==> config.mk <==
export PLATFORM = sky130hd
export DESIGN_NAME = prcp_command_processor
export DESIGN_NICKNAME = d
export VERILOG_FILES = /design/src/verilog/prcp_pkg.sv /design/src/verilog/prcp_command_processor.sv
export SDC_FILE = /design/constraint.sdc
export NUM_CORES = 1
export LEC_CHECK = 0
export BUFFER_PORTS_ARGS = -buffer_cell sky130_fd_sc_hd__buf_2
export CORE_MARGIN = 5
export CORE_UTILIZATION = 50
export DETAILED_ROUTE_END_ITERATION = 10
export PLACE_DENSITY_LB_ADDON = 0.2
export SKIP_CTS_REPAIR_TIMING = 1
export SYNTH_ARGS = -nofsm -noshare
export SYNTH_HDL_FRONTEND = slang
export SYNTH_SLANG_ARGS = --single-unit
==> constraint.sdc <==
create_clock -name pclk -period 6.6 [get_ports pclk]
set_clock_uncertainty 0.2 [all_clocks]
set_input_delay 0.33 -clock pclk [delete_from_list [all_inputs] [get_ports pclk]]
set_output_delay 0.33 -clock pclk [all_outputs]
set_load 0.02 [all_outputs]
==> src/verilog/prcp_pkg.sv <==
package prcp_pkg;
    // register byte offsets
    localparam logic [7:0] OFS_NODE_CFG = 8'h00;
    localparam logic [7:0] OFS_NODE_ID  = 8'h04;
    localparam logic [7:0] OFS_GROUPS   = 8'h08;
    localparam logic [7:0] OFS_REVISION = 8'h0C;
    localparam logic [7:0] OFS_HWID_LO  = 8'h10;
    localparam logic [7:0] OFS_HWID_HI  = 8'h14;
    localparam logic [7:0] OFS_STATUS   = 8'h18;
    localparam logic [7:0] OFS_WAIT_CTL = 8'h1C;

    // node configuration register fields
    localparam int         CFG_REPLY_EN = 0;
    localparam int         CFG_WIDE     = 1;
    localparam int         CFG_CD_EN    = 2;
    localparam int         CFG_LVL_LSB  = 3;
    localparam int         CFG_LVL_MSB  = 5;
    localparam int         CFG_LOCK     = 7;
    localparam logic [7:0] CFG_RST      = 8'h05;
    localparam logic [7:0] CFG_WMASK    = 8'hBF;

    // status register: sticky bits then live wait flags
    localparam int ST_CMD_DONE  = 0;
    localparam int ST_HOST_DATA = 1;
    localparam int ST_NO_ACK    = 2;
    localparam int ST_NO_RESP   = 3;
    localparam int ST_RESP_OK   = 4;
    localparam int ST_STICKY_N  = 5;
    localparam int ST_ACK_WAIT  = 5;
    localparam int ST_RESP_WAIT = 6;
    localparam int ST_CODE_LSB  = 8;
    localparam int WAIT_ACK_BIT  = 0;
    localparam int WAIT_RESP_BIT = 1;

    // incoming command codes
    localparam logic [7:0] CMD_SET_REPLY_EN   = 8'h01;
    localparam logic [7:0] CMD_SET_WIDE_ADDR  = 8'h03;
    localparam logic [7:0] CMD_ASSIGN_NODE_ID = 8'h04;
    localparam logic [7:0] CMD_QUERY_NODE_ID  = 8'h05;
    localparam logic [7:0] CMD_QUERY_HW_ID    = 8'h06;
    localparam logic [7:0] CMD_QUERY_CONFIG   = 8'h07;
    localparam logic [7:0] CMD_QUERY_REVISION = 8'h08;
    localparam logic [7:0] CMD_PUSH_PAYLOAD   = 8'h09;
    localparam logic [7:0] CMD_PULL_PAYLOAD   = 8'h0A;
    localparam logic [7:0] CMD_ANSWER_PAYLOAD = 8'h0B;
    localparam logic [7:0] CMD_SET_CARRIER    = 8'h0C;
    localparam logic [7:0] CMD_SET_LEVEL      = 8'h0D;
    localparam logic [7:0] CMD_SET_GROUPS     = 8'h0E;
    localparam logic [7:0] CMD_QUERY_GROUPS   = 8'h0F;
    localparam logic [7:0] CMD_USER_FIRST     = 8'h30;

    localparam logic [7:0] RESP_SUCCESS = 8'h00;
    localparam logic [7:0] RESP_DENIED  = 8'h01;

    // reply lengths in bytes
    localparam logic [3:0] LEN_NONE = 4'h0;
    localparam logic [3:0] LEN_BYTE = 4'h1;
    localparam logic [3:0] LEN_WORD = 4'h2;
    localparam logic [3:0] LEN_HWID = 4'h8;

    // timeouts
    localparam int unsigned CLK_KHZ         = 250000;
    localparam int unsigned ACK_TIMEOUT_MS  = 500;
    localparam int unsigned RESP_TIMEOUT_MS = 1500;
    localparam int unsigned ACK_TIMEOUT_CYC = ACK_TIMEOUT_MS * CLK_KHZ;
    localparam int unsigned RESP_TIMEOUT_CYC = RESP_TIMEOUT_MS * CLK_KHZ;

    typedef enum logic [1:0] {
        PS_IDLE  = 2'b00,
        PS_EXEC  = 2'b01,
        PS_REPLY = 2'b11
    } prcp_state_e;
endpackage
==> src/verilog/prcp_command_processor.sv <==
// Added by the designer: register access over APB and the register offsets.
`timescale 1ns/1ps
module prcp_command_processor #(
    parameter int unsigned ACK_CYC    = prcp_pkg::ACK_TIMEOUT_CYC,
    parameter int unsigned RESP_CYC   = prcp_pkg::RESP_TIMEOUT_CYC,
    parameter logic [7:0]  REVISION   = 8'h5A, // arbitrary value
    parameter logic [63:0] HW_ID      = 64'h0123_4567_89AB_CDEF // arbitrary
) (
    // apb slave
    input  wire logic        pclk,
    input  wire logic        presetn,
    input  wire logic        psel,
    input  wire logic        penable,
    input  wire logic        pwrite,
    input  wire logic [7:0]  paddr,
    input  wire logic [31:0] pwdata,
    output logic      [31:0] prdata,
    output logic             pready,
    output logic             pslverr,
    // received command from packet layer
    input  wire logic        rx_valid,
    input  wire logic [7:0]  rx_cmd,
    input  wire logic        rx_service_ack,
    input  wire logic        rx_is_ack,
    input  wire logic [63:0] rx_payload,
    output logic             rx_ready,
    // reply towards packet layer
    output logic             tx_valid,
    output logic             tx_ack,
    output logic      [3:0]  tx_len,
    output logic      [63:0] tx_data,
    // host notification and settings
    output logic             host_event,
    output logic             carrier_detect_en,
    output logic      [2:0]  detect_level
);
    if (ACK_CYC < 1 || RESP_CYC < 1) begin : g_chk
        $error("timeout counts must be at least one cycle");
    end

    prcp_pkg::prcp_state_e state_ff, nxt_state;
    logic [7:0]  cfg_ff;
    logic [15:0] node_id_ff;
    logic [7:0]  grp_single_ff, grp_multi_ff;
    logic [7:0]  cmd_ff;
    logic [63:0] pay_ff;
    logic        svc_ff;
    logic [prcp_pkg::ST_STICKY_N-1:0] sticky_ff, st_set, st_clr;
    logic        ack_wait_ff, resp_wait_ff;
    logic [31:0] ack_cnt_ff, resp_cnt_ff;
    logic [31:0] prdata_ff;
    logic        pready_ff, pslverr_ff;
    logic        tx_valid_ff, tx_ack_ff, host_event_ff, rx_ready_ff;
    logic [3:0]  tx_len_ff;
    logic [63:0] tx_data_ff;

    wire locked    = cfg_ff[prcp_pkg::CFG_LOCK];
    wire reply_en  = cfg_ff[prcp_pkg::CFG_REPLY_EN];
    wire wide      = cfg_ff[prcp_pkg::CFG_WIDE];
    wire exec      = (state_ff == prcp_pkg::PS_EXEC);
    wire is_set    = cmd_ff == prcp_pkg::CMD_SET_REPLY_EN
                  || (cmd_ff >= prcp_pkg::CMD_SET_WIDE_ADDR
                      && cmd_ff <= prcp_pkg::CMD_ASSIGN_NODE_ID)
                  || (cmd_ff >= prcp_pkg::CMD_SET_CARRIER
                      && cmd_ff <= prcp_pkg::CMD_SET_GROUPS);
    wire is_query  = (cmd_ff >= prcp_pkg::CMD_QUERY_NODE_ID
                      && cmd_ff <= prcp_pkg::CMD_QUERY_REVISION)
                  || cmd_ff == prcp_pkg::CMD_QUERY_GROUPS;
    wire is_data   = cmd_ff >= prcp_pkg::CMD_PUSH_PAYLOAD
                  && cmd_ff <= prcp_pkg::CMD_ANSWER_PAYLOAD;
    wire is_user   = cmd_ff >= prcp_pkg::CMD_USER_FIRST;
    wire apply_set = exec && is_set && !locked;

    wire apb_setup = psel && !penable;
    wire apb_wr    = psel && penable && pready_ff && pwrite;
    wire wr_cfg    = apb_wr && paddr == prcp_pkg::OFS_NODE_CFG;
    wire wr_id     = apb_wr && paddr == prcp_pkg::OFS_NODE_ID;
    wire wr_grp    = apb_wr && paddr == prcp_pkg::OFS_GROUPS;
    wire wr_st     = apb_wr && paddr == prcp_pkg::OFS_STATUS;
    wire wr_wait   = apb_wr && paddr == prcp_pkg::OFS_WAIT_CTL;
    wire ack_seen  = rx_valid && rx_ready_ff && rx_is_ack;
    wire resp_seen = exec && cmd_ff == prcp_pkg::CMD_ANSWER_PAYLOAD;
    wire take      = rx_valid && rx_ready_ff && !rx_is_ack;

    // command sequencer: capture, execute, emit reply
    always_comb begin
        case (state_ff)
            prcp_pkg::PS_IDLE:
                nxt_state = take ? prcp_pkg::PS_EXEC : prcp_pkg::PS_IDLE;
            prcp_pkg::PS_EXEC:  nxt_state = prcp_pkg::PS_REPLY;
            default:            nxt_state = prcp_pkg::PS_IDLE;
        endcase
    end

    always_ff @(posedge pclk or negedge presetn) begin
        if (!presetn) begin
            state_ff    <= prcp_pkg::PS_IDLE;
            rx_ready_ff <= 1'b0;
        end else begin
            state_ff    <= nxt_state;
            rx_ready_ff <= (nxt_state == prcp_pkg::PS_IDLE);
        end
    end

    always_ff @(posedge pclk or negedge presetn) begin
        if (!presetn) begin
            cmd_ff <= 8'h00;
            pay_ff <= 64'h0;
            svc_ff <= 1'b0;
        end else if (state_ff == prcp_pkg::PS_IDLE && take) begin
            cmd_ff <= rx_cmd;
            pay_ff <= rx_payload;
            svc_ff <= rx_service_ack;
        end
    end

    // remote set commands take priority over a software write that lands
    // in the same cycle; the software write in that cycle is lost
    always_ff @(posedge pclk or negedge presetn) begin
        if (!presetn) begin
            cfg_ff <= prcp_pkg::CFG_RST;
        end else if (apply_set) begin
            case (cmd_ff)
                prcp_pkg::CMD_SET_REPLY_EN:
                    cfg_ff[prcp_pkg::CFG_REPLY_EN] <= pay_ff[0];
                prcp_pkg::CMD_SET_WIDE_ADDR:
                    cfg_ff[prcp_pkg::CFG_WIDE] <= pay_ff[0];
                prcp_pkg::CMD_SET_CARRIER:
                    cfg_ff[prcp_pkg::CFG_CD_EN] <= !pay_ff[0];
                prcp_pkg::CMD_SET_LEVEL:
                    cfg_ff[prcp_pkg::CFG_LVL_MSB:prcp_pkg::CFG_LVL_LSB]
                        <= pay_ff[2:0];
                default: ;
            endcase
        end else if (wr_cfg) begin
            cfg_ff <= pwdata[7:0] & prcp_pkg::CFG_WMASK;
        end
    end

    always_ff @(posedge pclk or negedge presetn) begin
        if (!presetn) begin
            node_id_ff <= 16'h0000;
        end else if (apply_set && cmd_ff == prcp_pkg::CMD_ASSIGN_NODE_ID) begin
            node_id_ff <= wide ? pay_ff[15:0]
                               : {8'h00, pay_ff[7:0]};
        end else if (wr_id) begin
            node_id_ff <= pwdata[15:0];
        end
    end

    always_ff @(posedge pclk or negedge presetn) begin
        if (!presetn) begin
            grp_single_ff <= 8'h00;
            grp_multi_ff  <= 8'h00;
        end else if (apply_set && cmd_ff == prcp_pkg::CMD_SET_GROUPS) begin
            grp_single_ff <= pay_ff[7:0];
            grp_multi_ff  <= pay_ff[15:8];
        end else if (wr_grp) begin
            grp_single_ff <= pwdata[7:0];
            grp_multi_ff  <= pwdata[15:8];
        end
    end

    // reply builder; reserved codes match no branch and stay silent
    always_ff @(posedge pclk or negedge presetn) begin
        if (!presetn) begin
            tx_valid_ff <= 1'b0;
            tx_ack_ff   <= 1'b0;
            tx_len_ff   <= prcp_pkg::LEN_NONE;
            tx_data_ff  <= 64'h0;
        end else begin
            tx_valid_ff <= 1'b0;
            tx_ack_ff   <= 1'b0;
            if (exec) begin
                tx_len_ff  <= prcp_pkg::LEN_NONE;
                tx_data_ff <= 64'h0;
                if (is_set) begin
                    tx_valid_ff <= 1'b1;
                    tx_len_ff   <= prcp_pkg::LEN_BYTE;
                    tx_data_ff[7:0] <= locked ? prcp_pkg::RESP_DENIED
                                              : prcp_pkg::RESP_SUCCESS;
                end else if (is_query && reply_en) begin
                    tx_valid_ff <= 1'b1;
                    case (cmd_ff)
                        prcp_pkg::CMD_QUERY_NODE_ID: begin
                            tx_len_ff <= wide ? prcp_pkg::LEN_WORD
                                              : prcp_pkg::LEN_BYTE;
                            tx_data_ff[15:0] <= wide ? node_id_ff
                                : {8'h00, node_id_ff[7:0]};
                        end
                        prcp_pkg::CMD_QUERY_HW_ID: begin
                            tx_len_ff  <= prcp_pkg::LEN_HWID;
                            tx_data_ff <= HW_ID;
                        end
                        prcp_pkg::CMD_QUERY_CONFIG: begin
                            tx_len_ff       <= prcp_pkg::LEN_BYTE;
                            tx_data_ff[7:0] <= cfg_ff;
                        end
                        prcp_pkg::CMD_QUERY_REVISION: begin
                            tx_len_ff       <= prcp_pkg::LEN_BYTE;
                            tx_data_ff[7:0] <= REVISION;
                        end
                        default: begin
                            tx_len_ff        <= prcp_pkg::LEN_WORD;
                            tx_data_ff[15:0] <= {grp_multi_ff,
                                                 grp_single_ff};
                        end
                    endcase
                end else if (is_data && cmd_ff != prcp_pkg::CMD_ANSWER_PAYLOAD
                             && svc_ff) begin
                    tx_valid_ff <= 1'b1;
                    tx_ack_ff   <= 1'b1;
                end
            end
        end
    end

    // host notification: completed control exchange, data for the host, or a watchdog result
    always_comb begin
        st_set = '0;
        st_set[prcp_pkg::ST_CMD_DONE]  = exec && (is_set || is_query);
        st_set[prcp_pkg::ST_HOST_DATA] = exec && (is_data || is_user);
        st_set[prcp_pkg::ST_NO_ACK]    = ack_wait_ff
                                      && ack_cnt_ff == 32'd1 && !ack_seen;
        st_set[prcp_pkg::ST_NO_RESP]   = resp_wait_ff
                                      && resp_cnt_ff == 32'd1 && !resp_seen;
        st_set[prcp_pkg::ST_RESP_OK]   = resp_wait_ff && resp_seen;
        st_clr = wr_st ? pwdata[prcp_pkg::ST_STICKY_N-1:0] : '0;
    end

    for (genvar i = 0; i < prcp_pkg::ST_STICKY_N; i++) begin : g_sticky
        always_ff @(posedge pclk or negedge presetn) begin
            if (!presetn) begin
                sticky_ff[i] <= 1'b0;
            end else begin
                sticky_ff[i] <= st_set[i] | (sticky_ff[i] & ~st_clr[i]);
            end
        end
    end

    always_ff @(posedge pclk or negedge presetn) begin
        if (!presetn) begin
            host_event_ff <= 1'b0;
        end else begin
            host_event_ff <= |st_set;
        end
    end

    // initiator watchdogs, armed by software once its packet has gone out
    always_ff @(posedge pclk or negedge presetn) begin
        if (!presetn) begin
            ack_wait_ff <= 1'b0;
            ack_cnt_ff  <= 32'd0;
        end else if (wr_wait && pwdata[prcp_pkg::WAIT_ACK_BIT]) begin
            ack_wait_ff <= 1'b1;
            ack_cnt_ff  <= ACK_CYC;
        end else if (ack_wait_ff) begin
            if (ack_seen || ack_cnt_ff == 32'd1) begin
                ack_wait_ff <= 1'b0;
            end
            ack_cnt_ff <= ack_cnt_ff - 32'd1;
        end
    end

    always_ff @(posedge pclk or negedge presetn) begin
        if (!presetn) begin
            resp_wait_ff <= 1'b0;
            resp_cnt_ff  <= 32'd0;
        end else if (wr_wait && pwdata[prcp_pkg::WAIT_RESP_BIT]) begin
            resp_wait_ff <= 1'b1;
            resp_cnt_ff  <= RESP_CYC;
        end else if (resp_wait_ff) begin
            if (resp_seen || resp_cnt_ff == 32'd1) begin
                resp_wait_ff <= 1'b0;
            end
            resp_cnt_ff <= resp_cnt_ff - 32'd1;
        end
    end

    // apb: data prepared in setup, answered in the first access cycle
    always_ff @(posedge pclk or negedge presetn) begin
        if (!presetn) begin
            pready_ff  <= 1'b0;
            pslverr_ff <= 1'b0;
            prdata_ff  <= 32'h0;
        end else begin
            pready_ff  <= apb_setup;
            pslverr_ff <= 1'b0;
            prdata_ff  <= 32'h0;
            if (apb_setup) begin
                case (paddr)
                    prcp_pkg::OFS_NODE_CFG: prdata_ff[7:0]  <= cfg_ff;
                    prcp_pkg::OFS_NODE_ID:  prdata_ff[15:0] <= node_id_ff;
                    prcp_pkg::OFS_GROUPS:
                        prdata_ff[15:0] <= {grp_multi_ff, grp_single_ff};
                    prcp_pkg::OFS_REVISION: prdata_ff[7:0]  <= REVISION;
                    prcp_pkg::OFS_HWID_LO:  prdata_ff <= HW_ID[31:0];
                    prcp_pkg::OFS_HWID_HI:  prdata_ff <= HW_ID[63:32];
                    prcp_pkg::OFS_STATUS: begin
                        prdata_ff[prcp_pkg::ST_STICKY_N-1:0] <= sticky_ff;
                        prdata_ff[prcp_pkg::ST_ACK_WAIT]  <= ack_wait_ff;
                        prdata_ff[prcp_pkg::ST_RESP_WAIT] <= resp_wait_ff;
                        prdata_ff[prcp_pkg::ST_CODE_LSB+:8] <= cmd_ff;
                    end
                    prcp_pkg::OFS_WAIT_CTL: prdata_ff <= 32'h0;
                    default: pslverr_ff <= 1'b1;
                endcase
            end
        end
    end

    assign prdata            = prdata_ff;
    assign pready            = pready_ff;
    assign pslverr           = pslverr_ff;
    assign rx_ready          = rx_ready_ff;
    assign tx_valid          = tx_valid_ff;
    assign tx_ack            = tx_ack_ff;
    assign tx_len            = tx_len_ff;
    assign tx_data           = tx_data_ff;
    assign host_event        = host_event_ff;
    assign carrier_detect_en = cfg_ff[prcp_pkg::CFG_CD_EN];
    assign detect_level = cfg_ff[prcp_pkg::CFG_LVL_MSB:prcp_pkg::CFG_LVL_LSB];
endmodule // prcp_command_processor

# ---- Yosys cells after proc, flatten, opt, wreduce, memory -nomap -nowiden
# Index checks and enable logic that the tools add are counted.
# Widths: inputs -> output; s select.
dict set report word_totals {
  ramBits 0
  mem_count 0
  ff_bits 243
  latch_bits 0
  out_inout_bits 110
  input_bits 120
  romBits 0
}
dict set report op_classes {
  n_addsub 2
  mul 0
  reduce_logical 63
  shift 0
  mux 52
  bitwise_logic 16
  n_lt_le_gt_ge 9
  div 0
  n_eq_ne 27
}
# cell count
set ops {}
lappend ops {{$mux 32} 5}
lappend ops {{$eq 32x1->1 const B} 2}
lappend ops {{$eq 8x4->1 const B} 8}
lappend ops {{$mux 16} 4}
lappend ops {{$sub 32x1->32 const B} 2}
lappend ops {{$mux 57} 1}
lappend ops {{$mux 56} 1}
lappend ops {{$pmux 7 s7} 1}
lappend ops {{$mux 41} 1}
lappend ops {{$eq 8x3->1 const B} 5}
lappend ops {{$mux 8} 5}
lappend ops {{$pmux 8 s5} 1}
lappend ops {{$logic_and 1x1->1} 34}
lappend ops {{$eq 8x5->1 const B} 4}
lappend ops {{$pmux 16 s2} 1}
lappend ops {{$pmux 8 s4} 1}
lappend ops {{$le 8x4->1 const B} 3}
lappend ops {{$pmux 8 s3} 1}
lappend ops {{$mux 1} 20}
lappend ops {{$ge 8x4->1 const B} 2}
lappend ops {{$mux 6} 2}
lappend ops {{$pmux 4 s3} 1}
lappend ops {{$reduce_and 2->1} 5}
lappend ops {{$reduce_bool 2->1} 5}
lappend ops {{other kinds (25)} 54}

# ---- Depth between registers and ports, before layout
dict set report depth {
  depth_word 8
  depth_mapped 8
  ltp_nobuf 7
}

# ---- Worst setup path after synthesis
# Ideal clock, no wire load.
dict set report synth_path {
  path_kind {in2reg}
  startpoint {input port paddr[0]}
  endpoint {register grp_single_ff[1]}
  cell_stages 6
  arrival_ps 2135
  setup_slack_ps 4137
  required_time_ps 6272
  path_cell_list {or4_4 > or2_4 > nor4_4 > buf_6 > mux2i_1 > o21ai_2}
}
dict set report synth_via {
  elab_chain_len 3
}
# item line_no
set synth_lines {}
lappend synth_lines {{start, declared} prcp_command_processor.sv:15} ;# input wire logic [7:0] paddr,
lappend synth_lines {{$eq 8x4->1} prcp_command_processor.sv:78} ;# wire wr_grp = apb_wr && paddr == prcp_pkg::OFS_GROUPS;
lappend synth_lines {{$logic_and 1x1->1} prcp_command_processor.sv:78}
lappend synth_lines {{$reduce_bool 2->1 (no line)} -}
lappend synth_lines {{end signal, assigned} prcp_command_processor.sv:156} ;# grp_single_ff <= pay_ff[7:0];
lappend synth_lines {{end signal, assigned} prcp_command_processor.sv:159} ;# grp_single_ff <= pwdata[7:0];
lappend synth_lines {{end, declared} prcp_command_processor.sv:44} ;# logic [7:0] grp_single_ff, grp_multi_ff;
# Every way passes these cells.
# A chain may end at the register's enable or synchronous reset.

# ---- Final worst setup path
dict set report layout_path {
  startpoint {register cmd_ff[5]}
  endpoint {register node_id_ff[8]}
}
dict set report layout_via {
  elab_chain_len 8
}
# item line_no
set layout_lines {}
lappend layout_lines {{start, declared} prcp_command_processor.sv:45} ;# logic [7:0] cmd_ff;
lappend layout_lines {{start signal, assigned} prcp_command_processor.sv:111} ;# cmd_ff <= rx_cmd;
lappend layout_lines {{$ge 8x2->1 / $le 8x3->1 (equally long branches)} {prcp_command_processor.sv:62, prcp_command_processor.sv:63}}
lappend layout_lines {{$logic_and 1x1->1} prcp_command_processor.sv:63} ;# && cmd_ff <= prcp_pkg::CMD_ASSIGN_NODE_ID)
lappend layout_lines {{$logic_or 1x1->1} prcp_command_processor.sv:62} ;# || (cmd_ff >= prcp_pkg::CMD_SET_WIDE_ADDR
lappend layout_lines {{$logic_or 1x1->1} prcp_command_processor.sv:64} ;# || (cmd_ff >= prcp_pkg::CMD_SET_CARRIER
lappend layout_lines {{$logic_and 1x1->1 (2 in series)} prcp_command_processor.sv:72} ;# wire apply_set = exec && is_set && !locked;
lappend layout_lines {{$logic_and 1x1->1 *} prcp_command_processor.sv:143} ;# end else if (apply_set && cmd_ff == prcp_pkg::CMD_ASSIGN_NODE_ID) begin
lappend layout_lines {{$mux 16 / $reduce_bool 2->1 (equally long branches)} -}
lappend layout_lines {{end signal, assigned} prcp_command_processor.sv:144} ;# node_id_ff <= wide ? pay_ff[15:0]
lappend layout_lines {{end signal, assigned} prcp_command_processor.sv:147} ;# node_id_ff <= pwdata[15:0];
lappend layout_lines {{end, declared} prcp_command_processor.sv:43} ;# logic [15:0] node_id_ff;
# Mark *: on every way between the ends. The rest lies on a longest branch, timed or not.

==> flow_summary_export.csv <==
group,metric,value,unit
status,status,"finished, final reports clean",
placed_design,place_inst,1274,
power_and_ir_drop,p_total,3.32,mW
die,die_y,148,um
critical_path,cpPeakStageDelay,0.97,ns
power_and_ir_drop,p_leak,4.30,nW
cells_and_area,instances_no_fill,1334,
global_routing,grt_pass1_vias,6809,
critical_path,critPathArrivalTime,3.41,ns
cells_and_area,multi_input_comb_area,0.00433,sq mm
synthesis,ys.flop_type,"dfrtp_1",
synthesis,ys_async_sr_fraction,100,%
detailed_routing,drtPass1Iterations,5,
critical_path,critPathTopFamily,"simple AND/OR/NAND/NOR gates",
cells_and_area,fin_area,0.0108,sq mm
critical_path,r2r.worst_path.cells,5,
synthesis,synth_area_leaders,"dfrtp_1 (47%), buf_4 (5.2%), xnor2_1 (4.8%), nand2_1 (4.2%), mux2_2 (4.2%)",
synthesis,ys_types,62,
die,dieArea,0.0218,sq mm
detailed_routing,drt_iter0_markers,550,
synthesis,synth_area_per_cell,9.64,sq um
timing,slew_violations,0,
min_path,min_delay_path_depth,3,
critical_path,cp.required,6.67,ns
timing,slew_headroom,14.2,%
global_routing,grt_max_degree,71,
timing,setup_tns,0,ns
critical_path,cp.depth,5,
die,start_util,50.7,%
cts,cts_buffer_depth,2,
die,die_width,148,um
detailed_routing,wl_per_cell,17.7,um
detailed_routing,wirelength,23500,um
die,ios,230,
critical_path,slowest_stage,"or4_1",
critical_path,rrSetupSlack,3.26,ns
synthesis,syn_area,0.00949,sq mm
timing,timing.hold.ws,0.00555,ns
cells_and_area,synthToLayoutAreaGrowth,13.4,%
placed_design,dpl.hpwl,16900,um
critical_path,path_class,"flip-flop to flip-flop",
synthesis,ys_ff_latch,181,
global_routing,antenna_found_initial,0,
detailed_routing,vias,7324,
critical_path,startpoint_type,"flip-flop",
placed_design,place_congestion,0.925,
cells_and_area,layout.nets,1211,
timing,fmax,299,MHz
flow_run,drv_cap,0,
timing,finalHoldViolations,0,
cells_and_area,layout-drive-gt1-share,20.5,%
synthesis,synth_top_area_cell,"dfrtp_1",
die,core,0.0187,sq mm
critical_path,cp_num_buf_inv,0,
cells_and_area,regArea,0.00453,sq mm
synthesis,yosysSeqAreaShare,47.8,%
die,rows,50,
placed_design,dpl_cell_area,0.00990,sq mm
min_path,hold_path_class,"input pin to flip-flop",
synthesis,synth_edf_count,0,
timing,tightest_slew,1.28,ns
global_routing,grt_usage,21.8,%
timing,period_needed,3.34,ns
synthesis,synth_top_area_share,47.2,%
timing,setup_violations,0,
synthesis,synthCells,984,
cts,root_buffer,"clkbuf_16",
power_and_ir_drop,ir_drop,0.269,mV
cells_and_area,nFillCells,1643,
detailed_routing,drc_errors,0,
power_and_ir_drop,power.density,308,mW/mm^2
synthesis,yosys_warnings,0,
global_routing,overflow,0,
critical_path,path_max_fanout,32,
cts,cts.sinks,181,
cells_and_area,antenna_cells,0,
timing,timing.final.crit_share,50.6,%
cts,cts_tree,"done",
cts,cts_max_level,4,
detailed_routing,drtAntennaViolNets,0,
cts,insertion_delay,0.43,ns
timing,rsz0062_at_grt,"no",
cts,clk_pin_slew_worst_paths,0.07,ns
cts,cts_buffers,17,
global_routing,grt_pass1_wl,37700,um
detailed_routing,via_per_inst,5.49,
critical_path,critPathCaptureType,"flip-flop",
critical_path,cp_cell_sequence,"or4_1 -> or2_1 -> or4_1 -> a21oi_1 -> a21oi_1",
placed_design,port_buffers,128,
[report_power, final]
group          internal (mW)  switching, mW
Clock                  0.511          0.473
Combinational          0.325          0.407
Sequential              1.31          0.288
Total                   2.15           1.17
[cells by family (layout without fill, tap and decap cells)]
family / count (synthesis) / in the layout / synth area share (%)
AND/OR/NAND/NOR: 367 / 367 / 19.3
flip-flops: 181 / 181 / 47.8
AO/OA/AOI/OAI: 173 / 173 / 10.9
buffers and inverters: 128 / 208 / 8.05
multiplexers: 70 / 70 / 7.85
XOR/XNOR: 59 / 59 / 5.45
adder cells (fa/ha/maj): 5 / 5 / 0.633
other: 1 / 37 / 0.0395
[area by class of cell]
class / count / area share (%)
clock buffer: 18 / 4.08
tap: 234 / 2.72
multi-input combinational: 711 / 40.3
sequential: 181 / 42.1
timing repair buffer: 161 / 8.97
inverter: 15 / 0.523
clock inverter: 14 / 1.31
[sequential cells by signal, indices dropped and copies added, names as in the netlist, 2 cells and up]
name           flops
resp_cnt_ff       32
cfg_ff             7
tx_data           17
prdata            18
state_ff           2
tx_len             3
cmd_ff             8
ack_cnt_ff        32
grp_multi_ff       8
pay_ff            16
sticky_ff          5
node_id_ff        16
grp_single_ff      8
[worst register-to-register path, cell delays in order, from the launching register on]
cell and delay, ns:
dfrtp_1 0.45, or4_1 0.68, or2_1 0.51, or4_1 0.97
a21oi_1 0.31, a21oi_1 0.06
[routing by layer]
| layer | track usage, % | routed length (um) | vias up |
|---|---|---|---|
| li1 | - | - | 3543 |
| met1 | 32.8 | 11000 | 3504 |
| met2 | 31.9 | 10700 | 249 |
| met3 | 4.97 | 1500 | 28 |
| met4 | 5.45 | 350 | 0 |
| met5 | 0 | 0 | - |
[synth_stat cells, types with 2 or more instances]
cell type,count
o31ai_1,8
and3b_1,2
nand4_1,9
buf_6,3
a2bb2oi_1,6
a22oi_1,24
nand2_1,106
a211oi_1,6
mux2i_1,35
xnor2_1,52
nor3b_1,2
clkbuf_1,31
nor2b_1,9
ha_1,4
dfrtp_1,179
o21ai_1,11
mux2_2,35
a21oi_1,56
or2_2,11
buf_1,3
a32oi_1,2
a21o_1,2
nor4_2,4
xor2_1,7
nor2_1,90
a31oi_1,2
nand3_1,14
inv_1,14
nand4b_1,2
nor3_1,42
and2_1,2
nor4_1,29
dfstp_2,2
or4_1,9
or3_1,7
a31o_2,2
nand2b_1,17
buf_4,66
nand3b_1,2
buf_2,10
o211ai_1,2
o21ai_0,45
[cells in the final DEF, fill, tap and decap left out, drive strengths merged, types with 3 or more instances in the layout]
cell / instances
a211oi: 6
a21oi: 56
a22oi: 24
a2bb2oi: 6
and2: 3
buf: 133
clkbuf: 18
clkinv: 8
conb: 37
dfrtp: 179
dlygate4sd3: 28
ha: 4
inv: 20
mux2: 35
mux2i: 35
nand2: 106
nand2b: 17
nand3: 14
nand4: 9
nor2: 90
nor2b: 9
nor3: 43
nor4: 34
o21ai: 57
o31ai: 8
or2: 13
or3: 7
or4: 10
xnor2: 52
xor2: 7
[final timing paths]
| path | startpoint | end |
|---|---|---|
| setup / recovery | cmd_ff[5] | node_id_ff[8] |
| hold / removal | pwdata[11] | grp_multi_ff[3] |
| setup reg to reg | cmd_ff[5] | node_id_ff[8] |
| hold reg to reg | tx_data[13] | tx_data[13] |
| max in group asynchronous | presetn | cmd_ff[7] |
| min in group asynchronous | presetn | resp_cnt_ff[15] |
[through the flow]
| stage | util [%] | worst slack, ns |
|---|---|---|
| 2_1_floorplan | - | 4.14 |
| 3_3_place_gp | 52.9 | 3.34 |
| 3_5_place_dp | 52.9 | 3.31 |
| 4_1_cts | 56.0 | 3.29 |
| 5_1_grt | 57.5 | 2.98 |
| 6_report | 57.5 | 3.26 |
No activity file was read; power rests on OpenSTA's default activity.
